$ cat config.mk
export PLATFORM = sky130hd
export DESIGN_NAME = irq_enable_priority_power_modes
export DESIGN_NICKNAME = d
export VERILOG_FILES = /design/src/irq_pm_pkg.sv /design/src/irq_enable_priority_power_modes.sv
export SDC_FILE = /design/constraint.sdc
export NUM_CORES = 1
export LEC_CHECK = 0
export BUFFER_PORTS_ARGS = -buffer_cell sky130_fd_sc_hd__buf_2
export CAP_MARGIN = 10
export CORE_ASPECT_RATIO = 2
export CORE_MARGIN = 1.5
export CORE_UTILIZATION = 52
export DETAILED_ROUTE_END_ITERATION = 6
export PLACE_DENSITY = 0.88
export SETUP_SLACK_MARGIN = 0.3
export SLEW_MARGIN = 20
export SYNTH_ARGS = -nofsm -noshare
export SYNTH_HDL_FRONTEND = slang
export SYNTH_SLANG_ARGS = --single-unit
export TNS_END_PERCENT = 1
$ cat constraint.sdc
create_clock -name clk -period 6.1 [get_ports clk]
set_clock_uncertainty 0.2 [all_clocks]
set_input_delay 1.525 -clock clk [delete_from_list [all_inputs] [get_ports clk]]
set_output_delay 1.525 -clock clk [all_outputs]
set_load 0.005 [all_outputs]
$ cat src/irq_pm_pkg.sv
/*
 * Package for the interrupt enable/priority and power-mode block:
 * register offsets, field positions, reset values, states and timing.
 * Assumes a 250 MHz system clock.
 */
package irq_pm_pkg;

    // ========================================================
    // register offsets
    localparam logic [7:0] OFS_IRQ_ENABLE_MASK   = 8'ha8;
    localparam logic [7:0] OFS_IRQ_PRIORITY_HIGH = 8'hb7;
    localparam logic [7:0] OFS_IRQ_PRIORITY_LOW  = 8'hb8;
    localparam logic [7:0] OFS_PM_CONTROL        = 8'h87;
    localparam logic [7:0] OFS_AUX_CONTROL       = 8'h8e;
    localparam logic [7:0] OFS_PM_STATUS         = 8'h8f;

    // ========================================================
    // field positions and masks
    localparam int         BIT_GLOBAL_EN   = 7;
    localparam int         BIT_IDLE_REQ    = 0;
    localparam int         BIT_PDOWN_REQ   = 1;
    localparam int         BIT_WAKE_EDGE   = 1;
    localparam logic [7:0] IE_WRITE_MASK   = 8'hbf;
    localparam logic [7:0] PRIO_WRITE_MASK = 8'h3f;
    localparam logic [7:0] AUX_WRITE_MASK  = 8'h02;
    localparam logic [7:0] RESET_ZERO      = 8'h00;

    // sources in fixed order: ext0, timer0, ext1, timer1, serial, timer2
    localparam int         NUM_SRC  = 6;
    localparam int         SRC_EXT0   = 0;
    localparam int         SRC_TIMER0 = 1;
    localparam int         SRC_EXT1   = 2;
    localparam int         SRC_TIMER1 = 3;
    localparam int         SRC_SERIAL = 4;
    localparam int         SRC_TIMER2 = 5;
    localparam logic [2:0] NO_SRC   = 3'h7;

    // ========================================================
    // timing
    localparam int CLK_MHZ          = 250;
    localparam int WAKE_DELAY_US    = 2000;
    localparam int WAKE_DELAY_CYC   = WAKE_DELAY_US * CLK_MHZ;
    localparam int RESET_WINDOW_CYC = 24;
    localparam int CNT_W            = 20;

    typedef enum logic [1:0] {
        PM_RUN,
        PM_IDLE,
        PM_PDOWN,
        PM_WAKE_WAIT
    } pm_state_t;

endpackage

$ cat src/irq_enable_priority_power_modes.sv
/*
 * Interrupt enable, four-level priority selection, idle and power-down
 * control for an 8-bit core. Registers on a plain strobe port.
 * Assumes synchronous request inputs and an active-low async reset that
 * the core holds until its oscillator is stable.
 */
`timescale 1ns/1ps
`default_nettype none


module irq_enable_priority_power_modes
    import irq_pm_pkg::*;
#(
    parameter int WAKE_CYCLES = WAKE_DELAY_CYC
)(
    // clock and reset
    input  wire logic       clk,
    input  wire logic       rst_n,
    input  wire logic       hw_reset_req,
    // register port
    input  wire logic [7:0] reg_addr,
    input  wire logic [7:0] reg_wdata,
    input  wire logic       reg_wr,
    input  wire logic       reg_rd,
    output logic      [7:0] reg_rdata,
    // interrupt sources, flags held by their owners
    input  wire logic       ext0_req,
    input  wire logic       timer0_req,
    input  wire logic       ext1_req,
    input  wire logic       timer1_req,
    input  wire logic       uart_rx_flag,
    input  wire logic       uart_tx_flag,
    input  wire logic       spi_done_flag,
    input  wire logic       spi_irq_enable,
    input  wire logic       timer2_overflow_flag,
    input  wire logic       timer2_external_flag,
    input  wire logic       ext0_pin,
    input  wire logic       ext1_pin,
    // cpu side
    input  wire logic       irq_ack,
    input  wire logic       ext_prog_mem,
    output logic            irq_valid,
    output logic      [2:0] irq_source,
    output logic      [1:0] irq_level,
    output logic            cpu_halt,
    output logic            osc_stop,
    output logic            ram_access_block,
    output logic            ale_out,
    output logic            prog_fetch_strobe,
    output logic            port0_float,
    output logic            port2_addr_drive
);

    // ========================================================
    // state
    typedef struct packed {
        logic [7:0]       ie;
        logic [7:0]       irq_priority_high;
        logic [7:0]       ipl;
        logic             wake_edge_select;
        pm_state_t        pm;
        logic [CNT_W-1:0] cnt;
        logic [4:0]       rst_win;
        logic [1:0]       wake_src;
        logic             pin_q;
        logic [7:0]       rdata;
        logic [2:0]       src;
        logic [1:0]       lvl;
        logic             valid;
    } state_t;

    state_t s_q;
    state_t s_d;

    localparam logic [CNT_W-1:0] WAKE_CNT = CNT_W'(WAKE_CYCLES - 1);

    // level of one source from its high and low bits
    function automatic logic [1:0] prio_level(input logic hi, input logic lo);
        prio_level = {hi, lo};
    endfunction

    // ========================================================
    // named register fields
    // enable fields
    logic               global_irq_enable;
    logic               timer2_irq_enable;
    logic               serial_irq_enable;
    logic               timer1_irq_enable;
    logic               ext1_irq_enable;
    logic               timer0_irq_enable;
    logic               ext0_irq_enable;

    // priority fields
    logic               timer2_prio_high;
    logic               serial_prio_high;
    logic               timer1_prio_high;
    logic               ext1_prio_high;
    logic               timer0_prio_high;
    logic               ext0_prio_high;
    logic               timer2_prio_low;
    logic               serial_prio_low;
    logic               timer1_prio_low;
    logic               ext1_prio_low;
    logic               timer0_prio_low;
    logic               ext0_prio_low;

    logic [NUM_SRC-1:0] src_en;
    logic [1:0]         src_lvl [NUM_SRC];

    always_comb
    begin
        // enable fields; reserved bit 6 never reaches a source
        global_irq_enable = s_q.ie[BIT_GLOBAL_EN];
        timer2_irq_enable = s_q.ie[SRC_TIMER2];
        serial_irq_enable = s_q.ie[SRC_SERIAL];
        timer1_irq_enable = s_q.ie[SRC_TIMER1];
        ext1_irq_enable   = s_q.ie[SRC_EXT1];
        timer0_irq_enable = s_q.ie[SRC_TIMER0];
        ext0_irq_enable   = s_q.ie[SRC_EXT0];

        // priority fields share one bit layout in both registers
        timer2_prio_high  = s_q.irq_priority_high[SRC_TIMER2];
        serial_prio_high  = s_q.irq_priority_high[SRC_SERIAL];
        timer1_prio_high  = s_q.irq_priority_high[SRC_TIMER1];
        ext1_prio_high    = s_q.irq_priority_high[SRC_EXT1];
        timer0_prio_high  = s_q.irq_priority_high[SRC_TIMER0];
        ext0_prio_high    = s_q.irq_priority_high[SRC_EXT0];
        timer2_prio_low   = s_q.ipl[SRC_TIMER2];
        serial_prio_low   = s_q.ipl[SRC_SERIAL];
        timer1_prio_low   = s_q.ipl[SRC_TIMER1];
        ext1_prio_low     = s_q.ipl[SRC_EXT1];
        timer0_prio_low   = s_q.ipl[SRC_TIMER0];
        ext0_prio_low     = s_q.ipl[SRC_EXT0];

        src_en = {timer2_irq_enable, serial_irq_enable, timer1_irq_enable,
                  ext1_irq_enable, timer0_irq_enable, ext0_irq_enable};
        src_lvl[SRC_EXT0]   = prio_level(ext0_prio_high, ext0_prio_low);
        src_lvl[SRC_TIMER0] = prio_level(timer0_prio_high, timer0_prio_low);
        src_lvl[SRC_EXT1]   = prio_level(ext1_prio_high, ext1_prio_low);
        src_lvl[SRC_TIMER1] = prio_level(timer1_prio_high, timer1_prio_low);
        src_lvl[SRC_SERIAL] = prio_level(serial_prio_high, serial_prio_low);
        src_lvl[SRC_TIMER2] = prio_level(timer2_prio_high, timer2_prio_low);
    end

    // ========================================================
    // request gating and arbitration
    logic [NUM_SRC-1:0] raw_req;
    logic [NUM_SRC-1:0] gated_req;
    logic               serial_req;
    logic               timer2_req;
    logic               wake_pin_low;
    logic [2:0]         best_src;
    logic [1:0]         best_lvl;
    logic               best_ok;

    always_comb
    begin
        serial_req = uart_rx_flag | uart_tx_flag | (spi_done_flag & spi_irq_enable);
        timer2_req = timer2_overflow_flag | timer2_external_flag;
        raw_req    = {timer2_req, serial_req, timer1_req, ext1_req, timer0_req, ext0_req};
        // per-source bits 0..5 line up with sources; bit 4 gates serial
        gated_req  = raw_req & src_en & {NUM_SRC{global_irq_enable}};
        best_src   = NO_SRC;
        best_lvl   = 2'h0;
        best_ok    = 1'b0;
        // ascending scan with strict compare keeps the earlier source on ties
        for (int i = 0; i < NUM_SRC; i++)
        begin
            if (gated_req[i] && (!best_ok || src_lvl[i] > best_lvl))
            begin
                best_ok  = 1'b1;
                best_lvl = src_lvl[i];
                best_src = 3'(i);
            end
        end
        wake_pin_low = (s_q.wake_src[0] & !ext0_pin) | (s_q.wake_src[1] & !ext1_pin);
    end

    // ========================================================
    // next state
    always_comb
    begin
        s_d       = s_q;
        s_d.rdata = RESET_ZERO;
        if (s_q.rst_win != 5'h0)
        begin
            s_d.rst_win = s_q.rst_win - 5'h1;
        end

        // register writes; reserved bits stay zero
        if (reg_wr)
        begin
            unique case (reg_addr)
                OFS_IRQ_ENABLE_MASK:   s_d.ie  = reg_wdata & IE_WRITE_MASK;
                OFS_IRQ_PRIORITY_HIGH: s_d.irq_priority_high = reg_wdata & PRIO_WRITE_MASK;
                OFS_IRQ_PRIORITY_LOW:  s_d.ipl = reg_wdata & PRIO_WRITE_MASK;
                OFS_AUX_CONTROL:       s_d.wake_edge_select = reg_wdata[BIT_WAKE_EDGE];
                default:               s_d.ie  = s_q.ie;
            endcase
        end

        // register reads, one cycle later; unmapped reads zero
        if (reg_rd)
        begin
            unique case (reg_addr)
                OFS_IRQ_ENABLE_MASK:   s_d.rdata = s_q.ie;
                OFS_IRQ_PRIORITY_HIGH: s_d.rdata = s_q.irq_priority_high;
                OFS_IRQ_PRIORITY_LOW:  s_d.rdata = s_q.ipl;
                OFS_AUX_CONTROL:       s_d.rdata = {6'h0, s_q.wake_edge_select, 1'b0};
                OFS_PM_STATUS:         s_d.rdata = {6'h0, s_q.pm};
                default:               s_d.rdata = RESET_ZERO;
            endcase
        end

        // request to the core; the core clears source flags itself
        s_d.valid = best_ok && (s_q.pm == PM_RUN);
        s_d.src   = best_ok ? best_src : NO_SRC;
        s_d.lvl   = best_lvl;

        unique case (s_q.pm)
            PM_RUN:
            begin
                if (reg_wr && reg_addr == OFS_PM_CONTROL)
                begin
                    if (reg_wdata[BIT_PDOWN_REQ])
                    begin
                        s_d.pm       = PM_PDOWN;
                        s_d.wake_src = {s_q.ie[SRC_EXT1], s_q.ie[SRC_EXT0]}
                                       & {2{s_q.ie[BIT_GLOBAL_EN]}};
                    end
                    else if (reg_wdata[BIT_IDLE_REQ])
                    begin
                        s_d.pm = PM_IDLE;
                    end
                end
            end
            PM_IDLE:
            begin
                if (best_ok)
                begin
                    s_d.pm = PM_RUN;
                end
            end
            PM_PDOWN:
            begin
                // only an enabled external pin held low can wake
                if (wake_pin_low)
                begin
                    s_d.pm  = PM_WAKE_WAIT;
                    s_d.cnt = WAKE_CNT;
                end
            end
            PM_WAKE_WAIT:
            begin
                if (s_q.wake_edge_select)
                begin
                    if (!wake_pin_low && s_q.pin_q)
                    begin
                        s_d.pm = PM_RUN;
                    end
                end
                else if (s_q.cnt == '0)
                begin
                    s_d.pm = PM_RUN;
                end
                else
                begin
                    s_d.cnt = s_q.cnt - CNT_W'(1);
                end
            end
        endcase
        s_d.pin_q = wake_pin_low;

        // reset request ending idle: short window with ram blocked
        if (hw_reset_req && s_q.pm == PM_IDLE)
        begin
            s_d.pm      = PM_RUN;
            s_d.rst_win = 5'(RESET_WINDOW_CYC);
        end
    end

    // ========================================================
    // registers; reset reinitialises only this block's state
    always_ff @(posedge clk or negedge rst_n)
    begin
        if (!rst_n)
        begin
            s_q       <= '0;
            s_q.pm    <= PM_RUN;
            s_q.src   <= NO_SRC;
        end
        else
        begin
            s_q <= s_d;
        end
    end

    // ========================================================
    // outputs
    // strobes high only in idle; power-down and wake-wait keep them low
    // port 0 floats whenever halted with external program memory
    assign reg_rdata         = s_q.rdata;
    assign irq_valid         = s_q.valid & ~irq_ack;
    assign irq_source        = s_q.src;
    assign irq_level         = s_q.lvl;
    assign cpu_halt          = s_q.pm != PM_RUN;
    assign osc_stop          = s_q.pm == PM_PDOWN;
    assign ram_access_block  = s_q.rst_win != 5'h0;
    assign ale_out           = s_q.pm == PM_IDLE;
    assign prog_fetch_strobe = s_q.pm == PM_IDLE;
    assign port0_float       = ext_prog_mem & (s_q.pm != PM_RUN);
    assign port2_addr_drive  = ext_prog_mem & (s_q.pm == PM_IDLE);

endmodule

`default_nettype wire

==> results of run 1 <==
-- kinds of logic (layout without fill, tap and decap cells) --
| kind of cell | after synthesis | after routing |
|---|---|---|
| AOI/OAI and AO/OA | 64 | 64 |
| xor gates and xnor gates | 17 | 17 |
| adders and majority gates | 13 | 13 |
| buffers and inverters | 35 | 109 |
| DFF | 63 | 63 |
| muxes | 25 | 25 |
| other | 1 | 1 |
| and+or+nand+nor | 142 | 142 |
-- worst min path at each step --
| stage | depth (start not counted) | startpoint | to |
|---|---|---|---|
| 2_1_floorplan | 2 | s_q[15]$_DFFE_PN0P_ | s_q[15]$_DFFE_PN0P_ |
| 3_5_place_dp | 2 | s_q[16]$_DFFE_PN0P_ | s_q[16]$_DFFE_PN0P_ |
| 4_1_cts | 2 | s_q[16]$_DFFE_PN0P_ | s_q[16]$_DFFE_PN0P_ |
| 3_3_place_gp | 2 | s_q[15]$_DFFE_PN0P_ | s_q[15]$_DFFE_PN0P_ |
| 5_1_grt | 2 | s_q[40]$_DFFE_PN0P_ | s_q[40]$_DFFE_PN0P_ |
| 6_report | 2 | s_q[16]$_DFFE_PN0P_ | s_q[16]$_DFFE_PN0P_ |
-- cells in the mapped netlist (3+ instances only) --
master,number,area (um2)
sky130_fd_sc_hd__o31ai_1,3,22.52
sky130_fd_sc_hd__o21a_1,4,30.03
sky130_fd_sc_hd__clkbuf_1,3,11.26
sky130_fd_sc_hd__mux2_1,20,225.2
sky130_fd_sc_hd__dfstp_2,3,78.83
sky130_fd_sc_hd__and3_1,7,43.79
sky130_fd_sc_hd__o21ai_1,4,20.02
sky130_fd_sc_hd__inv_1,12,45.04
sky130_fd_sc_hd__nand3_1,10,50.05
sky130_fd_sc_hd__xnor2_1,7,61.31
sky130_fd_sc_hd__dfrtp_1,60,1501
sky130_fd_sc_hd__nand3b_1,3,22.52
sky130_fd_sc_hd__a21oi_1,10,50.05
sky130_fd_sc_hd__nor3_1,5,25.02
sky130_fd_sc_hd__ha_1,13,162.7
sky130_fd_sc_hd__nor2b_1,11,68.82
sky130_fd_sc_hd__xor2_1,10,87.58
sky130_fd_sc_hd__nand2b_1,3,18.77
sky130_fd_sc_hd__a211oi_1,4,30.03
sky130_fd_sc_hd__o211ai_1,3,22.52
sky130_fd_sc_hd__nand2_1,35,131.4
sky130_fd_sc_hd__nor4_1,3,18.77
sky130_fd_sc_hd__a22oi_1,3,22.52
sky130_fd_sc_hd__o21ai_0,9,45.04
sky130_fd_sc_hd__a222oi_1,4,40.04
sky130_fd_sc_hd__buf_2,4,20.02
sky130_fd_sc_hd__mux2_2,4,45.04
sky130_fd_sc_hd__nor2_1,34,127.6
sky130_fd_sc_hd__nand4_1,3,18.77
sky130_fd_sc_hd__and2_1,6,37.54
sky130_fd_sc_hd__buf_4,14,105.1
sky130_fd_sc_hd__a31oi_1,4,25.02
-- sequential cells by signal, summed over array words and instances, names as in the netlist --
register / flops
irq_level: 2
irq_source: 3
global_irq_enable: 1
ext0_prio_high: 1
ext0_irq_enable: 1
ext1_irq_enable: 1
ext0_prio_low: 1
reg_rdata: 7
ext1_prio_high: 1
s_q: 44
ext1_prio_low: 1
-- area by class of cell --
type / instances / area [um2] / area share, %
multi-input cells: 262 / 2014 / 44.24
inverters: 13 / 48.80 / 1.072
clock buffers: 13 / 260.3 / 5.716
flip-flops and latches: 63 / 1580 / 34.71
well taps: 88 / 110.1 / 2.418
repair buffers: 80 / 474.2 / 10.41
clock inverters: 3 / 65.06 / 1.429
-- layout by cell type (no fill, tap or decap), types with 5 or more instances in the layout --
master                      synthesis  final
sky130_fd_sc_hd__a21oi_1           10      8
sky130_fd_sc_hd__and2_1             6      6
sky130_fd_sc_hd__and3_1             7      6
sky130_fd_sc_hd__buf_2              4     52
sky130_fd_sc_hd__buf_4             14     27
sky130_fd_sc_hd__clkbuf_16          0      9
sky130_fd_sc_hd__dfrtp_1           60     60
sky130_fd_sc_hd__ha_1              13      9
sky130_fd_sc_hd__inv_1             12     12
sky130_fd_sc_hd__mux2_1            20     20
sky130_fd_sc_hd__nand2_1           35     32
sky130_fd_sc_hd__nand3_1           10     10
sky130_fd_sc_hd__nor2_1            34     34
sky130_fd_sc_hd__nor2b_1           11      6
sky130_fd_sc_hd__nor3_1             5      5
sky130_fd_sc_hd__o21ai_0            9      7
sky130_fd_sc_hd__xnor2_1            7      7
sky130_fd_sc_hd__xor2_1            10     10
-- power by group through the flow --
stage	Sequential (uW)	Clock (uW)	Combinational, uW
3_3_place_gp	472	0	116
5_1_grt	471	573	147
4_1_cts	468	553	130
3_5_place_dp	474	0	125
2_1_floorplan	467	0	81.9
6_report	469	547	131
-- metrics by stage --
stage	TNS [ps]	hold slack [ps]	cells	area, um2	worst slack [ps]
finish	-3945	317.6	522	4553	-941.0
global route	-5241	353.1	522	4553	-1171
detailed placement	-6111	293.0	498	4086	-1360
global placement	-5476	281.9	498	4086	-1199
floorplan	-4554	264.3	360	3710	-1065
CTS	-3024	304.1	519	4517	-731.0
-- worst max-delay path, delay by kind of cell --
kind	cells	cell delay, ps
AOI/OAI and AO/OA	15	2440
adders and majority gates	5	1350
and+or+nand+nor	9	1320
muxes	1	340
buffers and inverters	1	70
-- timing repair --
item / 4_1_cts / 5_1_grt
resized for setup: 11 / 4
setup endpoints to repair: 5 / 5
setup buffers: 5 / 3
pin swaps: 13 / 8
-- metal layers --
| layer | track usage, % | part of all wire, % | routed length, um |
|---|---|---|---|
| met5 | 0 | 0 | 0 |
| met4 | 21.54 | 6.6 | 620 |
| met3 | 6.183 | 4.4 | 415 |
| met2 | 46.61 | 55 | 5198 |
| met1 | 25.99 | 34 | 3213 |
==> Implementation_results.wiki, run 1 <==
{| class="wikitable"
! Metric !! Value
|-
| Run status || finished with violations
|-
| Failing checks || setup timing
|-
| Sequential share of the synthesized area || 43.60%
|-
| Netlist area before placement || 3625 um2
|-
| Worst Reg2Reg Path Length in Cells || 30
|-
| Detailed-route wire length || 9447 um
|-
| Worst skew pair latency || 330 ps
|-
| CP endpoint || irq_level[0]$_DFF_PN0_
|-
| Crit path largest cell delay || 350 ps
|-
| Vias post-DR || 3176
|-
| Avg Synthesized Cell Area || 10.07 um2
|-
| Peak fanout along the critical path || 5
|-
| Buffers from clock root to sink, at most || 2
|-
| Adder-Cell Fraction of Synth Area || 4.487%
|-
| Initial standard-cell utilization of the core || 54.31%
|-
| Combinational power share || 11.5%
|-
| Proportion of synthesized area in mux cells || 7.732%
|-
| Fin. max-slew vios || 0
|-
| Cell count after synthesis || 360
|-
| Routability congestion estimate || 0.9164
|-
| CTS H-tree lvls || 3
|-
| IO buf count || 53
|-
| Share of layout cells above drive strength 1 || 30.88%
|-
| Share of synthesized cell area in and, or, nand and nor gates || 21.33%
|-
| Pin count of the biggest net entering global routing || 64
|-
| DIE AREA || 7511 um2
|-
| Post-Synthesis Net Count || 408
|-
| Rel. slew slack || 32.22%
|-
| Fraction of the core area covered by cells at the end of the flow || 68.22%
|-
| Net Sw Power || 261.0 uW
|-
| Std cell rows || 42
|-
| Crit share post-route || 115.4%
|-
| Unrepaired setup endpoints after global routing || true
|-
| Reg-to-reg startpoint || ext0_irq_enable$_DFFE_PN0P_
|-
| Tightest Hold Check Type || flop to flop
|-
| Most used cell, CP || sky130_fd_sc_hd__nor2b_4
|-
| Slack of the worst reg-to-reg path || -50 ps
|-
| Overall track demand over capacity in global routing || 27.38%
|-
| Net switching share of the total power || 22.74%
|-
| TritonCTS buffer count || 9
|-
| Number of global-route vias before repair || 3337
|-
| Number of enable-type register cells in the synthesized netlist || 0
|-
| Antenna violations before repair || 0
|-
| I/O Pins || 56
|-
| Crit path arrival time || 7050 ps
|-
| Yosys Warn Count || 0
|-
| Clock tree from TritonCTS || built
|-
| Antenna diode instance count || 0
|-
| Drc violations || 0
|-
| Clk network pwr share || 47.7%
|-
| Final worst-path setup slack || -941.0 ps
|-
| CP Class || input port to flop
|-
| Die Wd || 62.04 um
|-
| Main combinational cell family by area after synthesis || simple AND/OR/NAND/NOR gates
|-
| FF+latch count, synth || 63
|-
| Nature of the critical path startpoint || input port
|-
| Number of endpoints failing setup at the final stage || 5
|-
| Worst-Margin Slew || 1008 ps
|-
| Post-DP HPWL || 6711 um
|-
| Maximum vdd ir drop || 0.1545 mV
|-
| Terminus of the critical flop-to-flop path || irq_level[0]$_DFF_PN0_
|-
| Number of unique standard cell types used by synthesis || 66
|-
| Type of element capturing the critical path || flop
|-
| Dominant register cell in the synthesized netlist || sky130_fd_sc_hd__dfrtp_1
|-
| Worst setup startpoint || ext0_req
|-
| Wire per inst || 18.10 um
|-
| Number of hold buffers added after cts || 0
|-
| Nets@finish || 477
|-
| Antenna Violating Nets Remaining || 0
|-
| Leakage power || 0.002257 uW
|-
| Filler cell count in the final layout || 494
|-
| Clock transition at the registers of the reported paths || 50 ps
|-
| Final Total Pwr || 1148 uW
|-
| Share of synthesized registers carrying an async set or reset || 100.0%
|-
| Initial detailed-routing violation count || 301
|-
| Area of the core || 6674 um2
|-
| Clock root buffer || sky130_fd_sc_hd__clkbuf_16
|-
| Design internal power || 886.5 uW
|-
| P&R area growth vs syn || 25.61%
|-
| Number of clock sinks || 63
|-
| DRT Pass-1 Iters || 5
|-
| Final Hold Fails || 0
|-
| Post-synthesis compound-gate area fraction || 13.43%
|-
| GRT Residual Overflow || 0
|-
| Required arrival time at the worst endpoint || 6110 ps
|-
| Cell with the largest stage delay on the worst path || sky130_fd_sc_hd__ha_1
|-
| Max_cap viols || 0
|-
| Power per unit of standard cell area || 252.0 nW/um2
|-
| XOR/XNOR Fraction of Synth Area || 4.108%
|-
| Global-route wire length before repair || 14990 um
|-
| Vertical die dimension || 121.1 um
|-
| Highest attainable clock frequency || 142.0 MHz
|-
| Share of power burned in registers || 40.8%
|-
| Clock period minus final worst setup slack || 7041 ps
|-
| Via-to-Cell Ratio || 6.084
|}
No activity file was read; power rests on OpenSTA's default activity.
==> run 2: changes to the inputs <==
Settings changed: CORE_UTILIZATION 52 to 57, PLACE_DENSITY 0.88 to 0.91.
Clock period 6.1 ns to 6.7 ns, I/O delays scaled along.
==> Implementation_results.wiki, run 2 (same netlist as run 1, synthesis figures left out) <==
{| class="wikitable"
! Metric !! Value
|-
| Run status || finished with violations
|-
| Failing checks || setup timing
|-
| Share of layout cells above drive strength 1 || 32.79%
|-
| Reg-to-reg startpoint || ext0_irq_enable$_DFFE_PN0P_
|-
| Flip-flop count of the largest register after layout || 44
|-
| Final Hold Fails || 0
|-
| Routability congestion estimate || 0.8719
|-
| CP Class || input port to flop
|-
| DIE AREA || 6875 um2
|-
| Clock period minus final worst setup slack || 6994 ps
|-
| TritonCTS buffer count || 9
|-
| Hold_ws || 305.5 ps
|-
| Worst-Margin Slew || 864.1 ps
|-
| Cell with the largest stage delay on the worst path || sky130_fd_sc_hd__mux2_4
|-
| Peak fanout along the critical path || 5
|-
| Fraction of the core area covered by cells at the end of the flow || 73.96%
|-
| Unrepaired setup endpoints after global routing || true
|-
| Initial detailed-routing violation count || 240
|-
| Max_cap viols || 0
|-
| Clock transition at the registers of the reported paths || 60 ps
|-
| Buffers from clock root to sink, at most || 2
|-
| Antenna diode instance count || 0
|-
| Post-Layout Inst Area || 4591 um2
|-
| Fin. max-slew vios || 0
|-
| Top reg by flops || s_q
|-
| Detailed-route wire length || 9228 um
|-
| DRT Pass-1 Iters || 5
|-
| P&R area growth vs syn || 26.65%
|-
| CTS H-tree lvls || 3
|-
| Leakage power || 0.002262 uW
|-
| Post-DP Area || 4061 um2
|-
| Power per unit of standard cell area || 216.1 nW/um2
|-
| Nets@finish || 477
|-
| Clock root buffer || sky130_fd_sc_hd__clkbuf_16
|-
| Leading cell type in the layout, fill and taps excluded || sky130_fd_sc_hd__dfrtp_1
|-
| Most used cell, CP || sky130_fd_sc_hd__nor2b_4
|-
| IO buf count || 53
|-
| Rel. slew slack || 41.91%
|-
| Post-layout instance count excluding filler cells || 519
|-
| Number of global-route vias before repair || 3134
|-
| Highest attainable clock frequency || 143.0 MHz
|-
| Std cell rows || 41
|-
| Vertical die dimension || 115.8 um
|-
| Antenna Violating Nets Remaining || 0
|-
| Worst setup startpoint || ext0_req
|-
| Tightest Hold Check Type || flop to flop
|-
| I/O Pins || 56
|-
| Pin count of the biggest net entering global routing || 64
|-
| Overall track demand over capacity in global routing || 28.80%
|-
| Crit path largest cell delay || 330 ps
|-
| Number of endpoints failing setup at the final stage || 5
|-
| Type of element capturing the critical path || flop
|-
| Worst skew pair latency || 340 ps
|-
| Drc violations || 0
|-
| Number of clock sinks || 63
|-
| Via-to-Cell Ratio || 5.884
|-
| Die Wd || 59.39 um
|-
| Most frequent cells in the layout || sky130_fd_sc_hd__dfrtp_1, sky130_fd_sc_hd__buf_2, sky130_fd_sc_hd__nor2_1, sky130_fd_sc_hd__nand2_1, sky130_fd_sc_hd__buf_4
|-
| Crit share post-route || 104.4%
|-
| Post-DP HPWL || 5749 um
|-
| Final Total Pwr || 991.9 uW
|-
| Initial standard-cell utilization of the core || 58.40%
|-
| Area of the core || 6207 um2
|-
| Final worst-path setup slack || -294.4 ps
|-
| Worst min-delay path startpoint || s_q[16]$_DFFE_PN0P_
|-
| GRT Residual Overflow || 0
|-
| Clock tree from TritonCTS || built
|-
| Global-route wire length before repair || 14460 um
|-
| Crit path arrival time || 7030 ps
|-
| Wire per inst || 17.78 um
|-
| Maximum vdd ir drop || 0.1788 mV
|-
| Vias post-DR || 3054
|-
| Required arrival time at the worst endpoint || 6730 ps
|-
| Slack of the worst reg-to-reg path || 650 ps
|-
| Nature of the critical path startpoint || input port
|-
| Antenna violations before repair || 0
|-
| Inst Count DP || 493
|}
[run 2: cell count changes in the layout (fill, tap and decap cells not counted), sizes merged]
cell and change:
bufinv -2, clkbuf -1, clkinv +1, clkinvlp +1
[run 2: timing repair]
action / 4_1_cts / 5_1_grt
gates cloned: 0 / 0
setup buffers: 9 / 2
endpoints found under the setup margin: 5 / 5
hold buffers: 0 / 0
pin swaps: 17 / 9
gates resized for setup: 20 / 6
[run 2: cell type report]
| type | count | area, um2 |
|---|---|---|
| clock buffer | 12 | 266.5 |
| clock inverter | 3 | 17.52 |
| fill | 411 | 1617 |
| inverter | 13 | 48.80 |
| multi-input combinational | 262 | 2096 |
| sequential | 63 | 1580 |
| tap | 86 | 107.6 |
| timing repair buffer | 80 | 474.2 |
[run 2: power breakdown]
part           switching, uW  internal [uW]
Combinational           62.1           58.8
Sequential              22.8            405
Clock                    167            277
[run 2: per-stage QoR]
stage,setup TNS [ps],worst slack (ps)
after floorplan,-2304,-614.9
after global placement,-3231,-750.4
after detailed placement,-3994,-912.8
after CTS,-751.3,-241.0
after global routing,-2121,-505.5
final,-1003,-294.4
[run 2: final timing paths]
| path | endpoint | cells past startpoint |
|---|---|---|
| max in group asynchronous | s_q[40]$_DFFE_PN0P_ | 2 |
| worst min register to register | s_q[16]$_DFFE_PN0P_ | 2 |
| worst max-delay path | irq_level[0]$_DFF_PN0_ | 31 |
| min in group asynchronous | irq_level[0]$_DFF_PN0_ | 2 |
| worst min-delay path | s_q[16]$_DFFE_PN0P_ | 2 |
| worst max register to register | irq_level[0]$_DFF_PN0_ | 30 |
[run 2: routing by layer]
metal  routed length, um  share of wire (%)  GRT usage, %  vias up
met3                 632                6.8         6.585       25
met1                3540                 38         32.08     1471
met5                   0                  0             0        -
li1                    -                  -             -     1419
met4                 313                3.4         19.39        0
met2                4742                 51         47.33      139
[run 2: worst max-delay path, delay by kind of cell]
kind	cells	cell delay, ps
AOI/OAI and AO/OA	13	1860
adders and majority gates	5	1310
buffers and inverters	1	80
muxes	2	660
and+or+nand+nor	10	1450
==> run 3: changes to the inputs <==
Settings changed: CORE_ASPECT_RATIO 2 to default, CORE_UTILIZATION 57 to 48, PLACE_DENSITY 0.91 to 0.8.
==> Implementation_results.wiki, run 3 (same netlist as run 1, synthesis figures left out) <==
{| class="wikitable"
! Metric !! Value
|-
| DRT Pass-1 Iters || 5
|-
| Via-to-Cell Ratio || 5.606
|-
| Wire per inst || 16.45 um
|-
| Share of layout cells above drive strength 1 || 32.72%
|-
| Vias post-DR || 2988
|-
| Post-DP Area || 4085 um2
|-
| Initial detailed-routing violation count || 210
|-
| Antenna diode instance count || 0
|-
| Failing checks || setup timing
|-
| Final worst-path setup slack || -363.5 ps
|-
| Pin count of the biggest net entering global routing || 64
|-
| Vertical die dimension || 89.90 um
|-
| Max_cap viols || 0
|-
| Nature of the critical path startpoint || input port
|-
| Worst skew pair latency || 340 ps
|-
| Leading cell type in the layout, fill and taps excluded || sky130_fd_sc_hd__dfrtp_1
|-
| Crit share post-route || 105.4%
|-
| Initial standard-cell utilization of the core || 49.71%
|-
| Overall track demand over capacity in global routing || 22.73%
|-
| Clock period minus final worst setup slack || 7064 ps
|-
| CTS H-tree lvls || 3
|-
| Crit path arrival time || 7100 ps
|-
| P&R area growth vs syn || 25.44%
|-
| Number of clock sinks || 63
|-
| Clock root buffer || sky130_fd_sc_hd__clkbuf_8
|-
| Routability congestion estimate || 0.9163
|-
| Run status || finished with violations
|-
| Final Hold Fails || 0
|-
| Rel. slew slack || 35.51%
|-
| Flip-flop count of the largest register after layout || 44
|-
| Required arrival time at the worst endpoint || 6740 ps
|-
| Most frequent cells in the layout || sky130_fd_sc_hd__dfrtp_1, sky130_fd_sc_hd__buf_2, sky130_fd_sc_hd__nor2_1, sky130_fd_sc_hd__nand2_1, sky130_fd_sc_hd__buf_4
|-
| Worst Reg2Reg Path Length in Cells || 31
|-
| DIE AREA || 8082 um2
|-
| Detailed-route wire length || 8767 um
|-
| Hold_ws || 312.7 ps
|-
| IO buf count || 53
|-
| Post-DP HPWL || 6053 um
|-
| Clock tree from TritonCTS || built
|-
| Global-route wire length before repair || 14500 um
|-
| Buffers from clock root to sink, at most || 2
|-
| Maximum vdd ir drop || 0.1278 mV
|-
| Tightest Hold Check Type || flop to flop
|-
| GRT Residual Overflow || 0
|-
| Final Total Pwr || 960.4 uW
|-
| Highest attainable clock frequency || 141.6 MHz
|-
| Most used cell, CP || sky130_fd_sc_hd__nor2b_4
|-
| Number of global-route vias before repair || 3029
|-
| Std cell rows || 31
|-
| Nets@finish || 477
|-
| Antenna violations before repair || 0
|-
| Leakage power || 0.002250 uW
|-
| Post-Layout Inst Area || 4547 um2
|-
| Post-placement worst setup slack || -844.1 ps
|-
| Fin. max-slew vios || 0
|-
| Cell with the largest stage delay on the worst path || sky130_fd_sc_hd__mux2_4
|-
| Number of endpoints failing setup at the final stage || 5
|-
| CP Class || input port to flop
|-
| TritonCTS buffer count || 9
|-
| Unrepaired setup endpoints after global routing || true
|-
| Top reg by flops || s_q
|-
| Area of the core || 7292 um2
|-
| Die Wd || 89.90 um
|-
| Worst hold stages || 2
|-
| Antenna Violating Nets Remaining || 0
|-
| Type of element capturing the critical path || flop
|-
| Clock transition at the registers of the reported paths || 70 ps
|-
| Drc violations || 0
|-
| Crit path largest cell delay || 340 ps
|-
| Worst-Margin Slew || 959.2 ps
|-
| I/O Pins || 56
|-
| Power per unit of standard cell area || 211.2 nW/um2
|-
| Peak fanout along the critical path || 5
|}
run 3: power by group:
group	total (uW)	internal, uW	switching, uW
logic	117	57.2	60.1
registers	427	404	23.3
clock network	416	267	149
run 3: final cells by class:
class | instances | area (um2)
Fill cell | 587 | 2745
Tap cell | 99 | 123.9
Multi-Input combinational cell | 262 | 2064
Inverter | 13 | 48.80
Clock inverter | 5 | 103.9
Timing Repair Buffer | 80 | 474.2
Clock buffer | 11 | 151.4
Sequential cell | 63 | 1580
run 3: worst paths after layout:
| kind | start | endpoint | slack (ps) |
|---|---|---|---|
| hold / removal | s_q[16]$_DFFE_PN0P_ | s_q[16]$_DFFE_PN0P_ | 310 |
| setup / recovery | ext0_req | irq_level[0]$_DFF_PN0_ | -360 |
| max in group asynchronous | rst_n | reg_rdata[0]$_DFF_PN0_ | 4480 |
| setup reg to reg | ext0_irq_enable$_DFFE_PN0P_ | irq_level[0]$_DFF_PN0_ | 590 |
| min in group asynchronous | rst_n | s_q[20]$_DFFE_PN0P_ | 1300 |
| hold reg to reg | s_q[16]$_DFFE_PN0P_ | s_q[16]$_DFFE_PN0P_ | 310 |
run 3: through the flow:
step                      TNS, ps  std cells  util [%]
after global routing        -2572        533     62.35
after detailed placement    -3687        507     56.02
after global placement      -3022        507     56.02
after floorplan             -2304        360         -
after CTS                  -718.7        529     61.19
final                       -1513        533     62.35
run 3: routing by layer:
| layer | GRT usage, % | wire length, um | up-vias |
|---|---|---|---|
| met5 | 0 | 0 | - |
| met4 | 8.995 | 204 | 0 |
| met3 | 5.838 | 484 | 16 |
| met2 | 40.20 | 4597 | 94 |
| met1 | 26.24 | 3480 | 1451 |
| li1 | - | - | 1427 |
run 3: worst max-delay path: cells and delay by family:
family                     cells  cell delay (ps)
muxes                          1              340
AOI/OAI and AO/OA             13             2190
adders and majority gates      5             1330
buffers and inverters          2              190
and+or+nand+nor               11             1360
run 3: repair_timing:
action | in CTS | in global routing
pin swaps | 19 | 18
hold buffers | 0 | 0
resized for setup | 14 | 10
endpoints found under the hold margin | 0 | 0
endpoints found under the setup margin | 5 | 5
setup buffers | 6 | 4
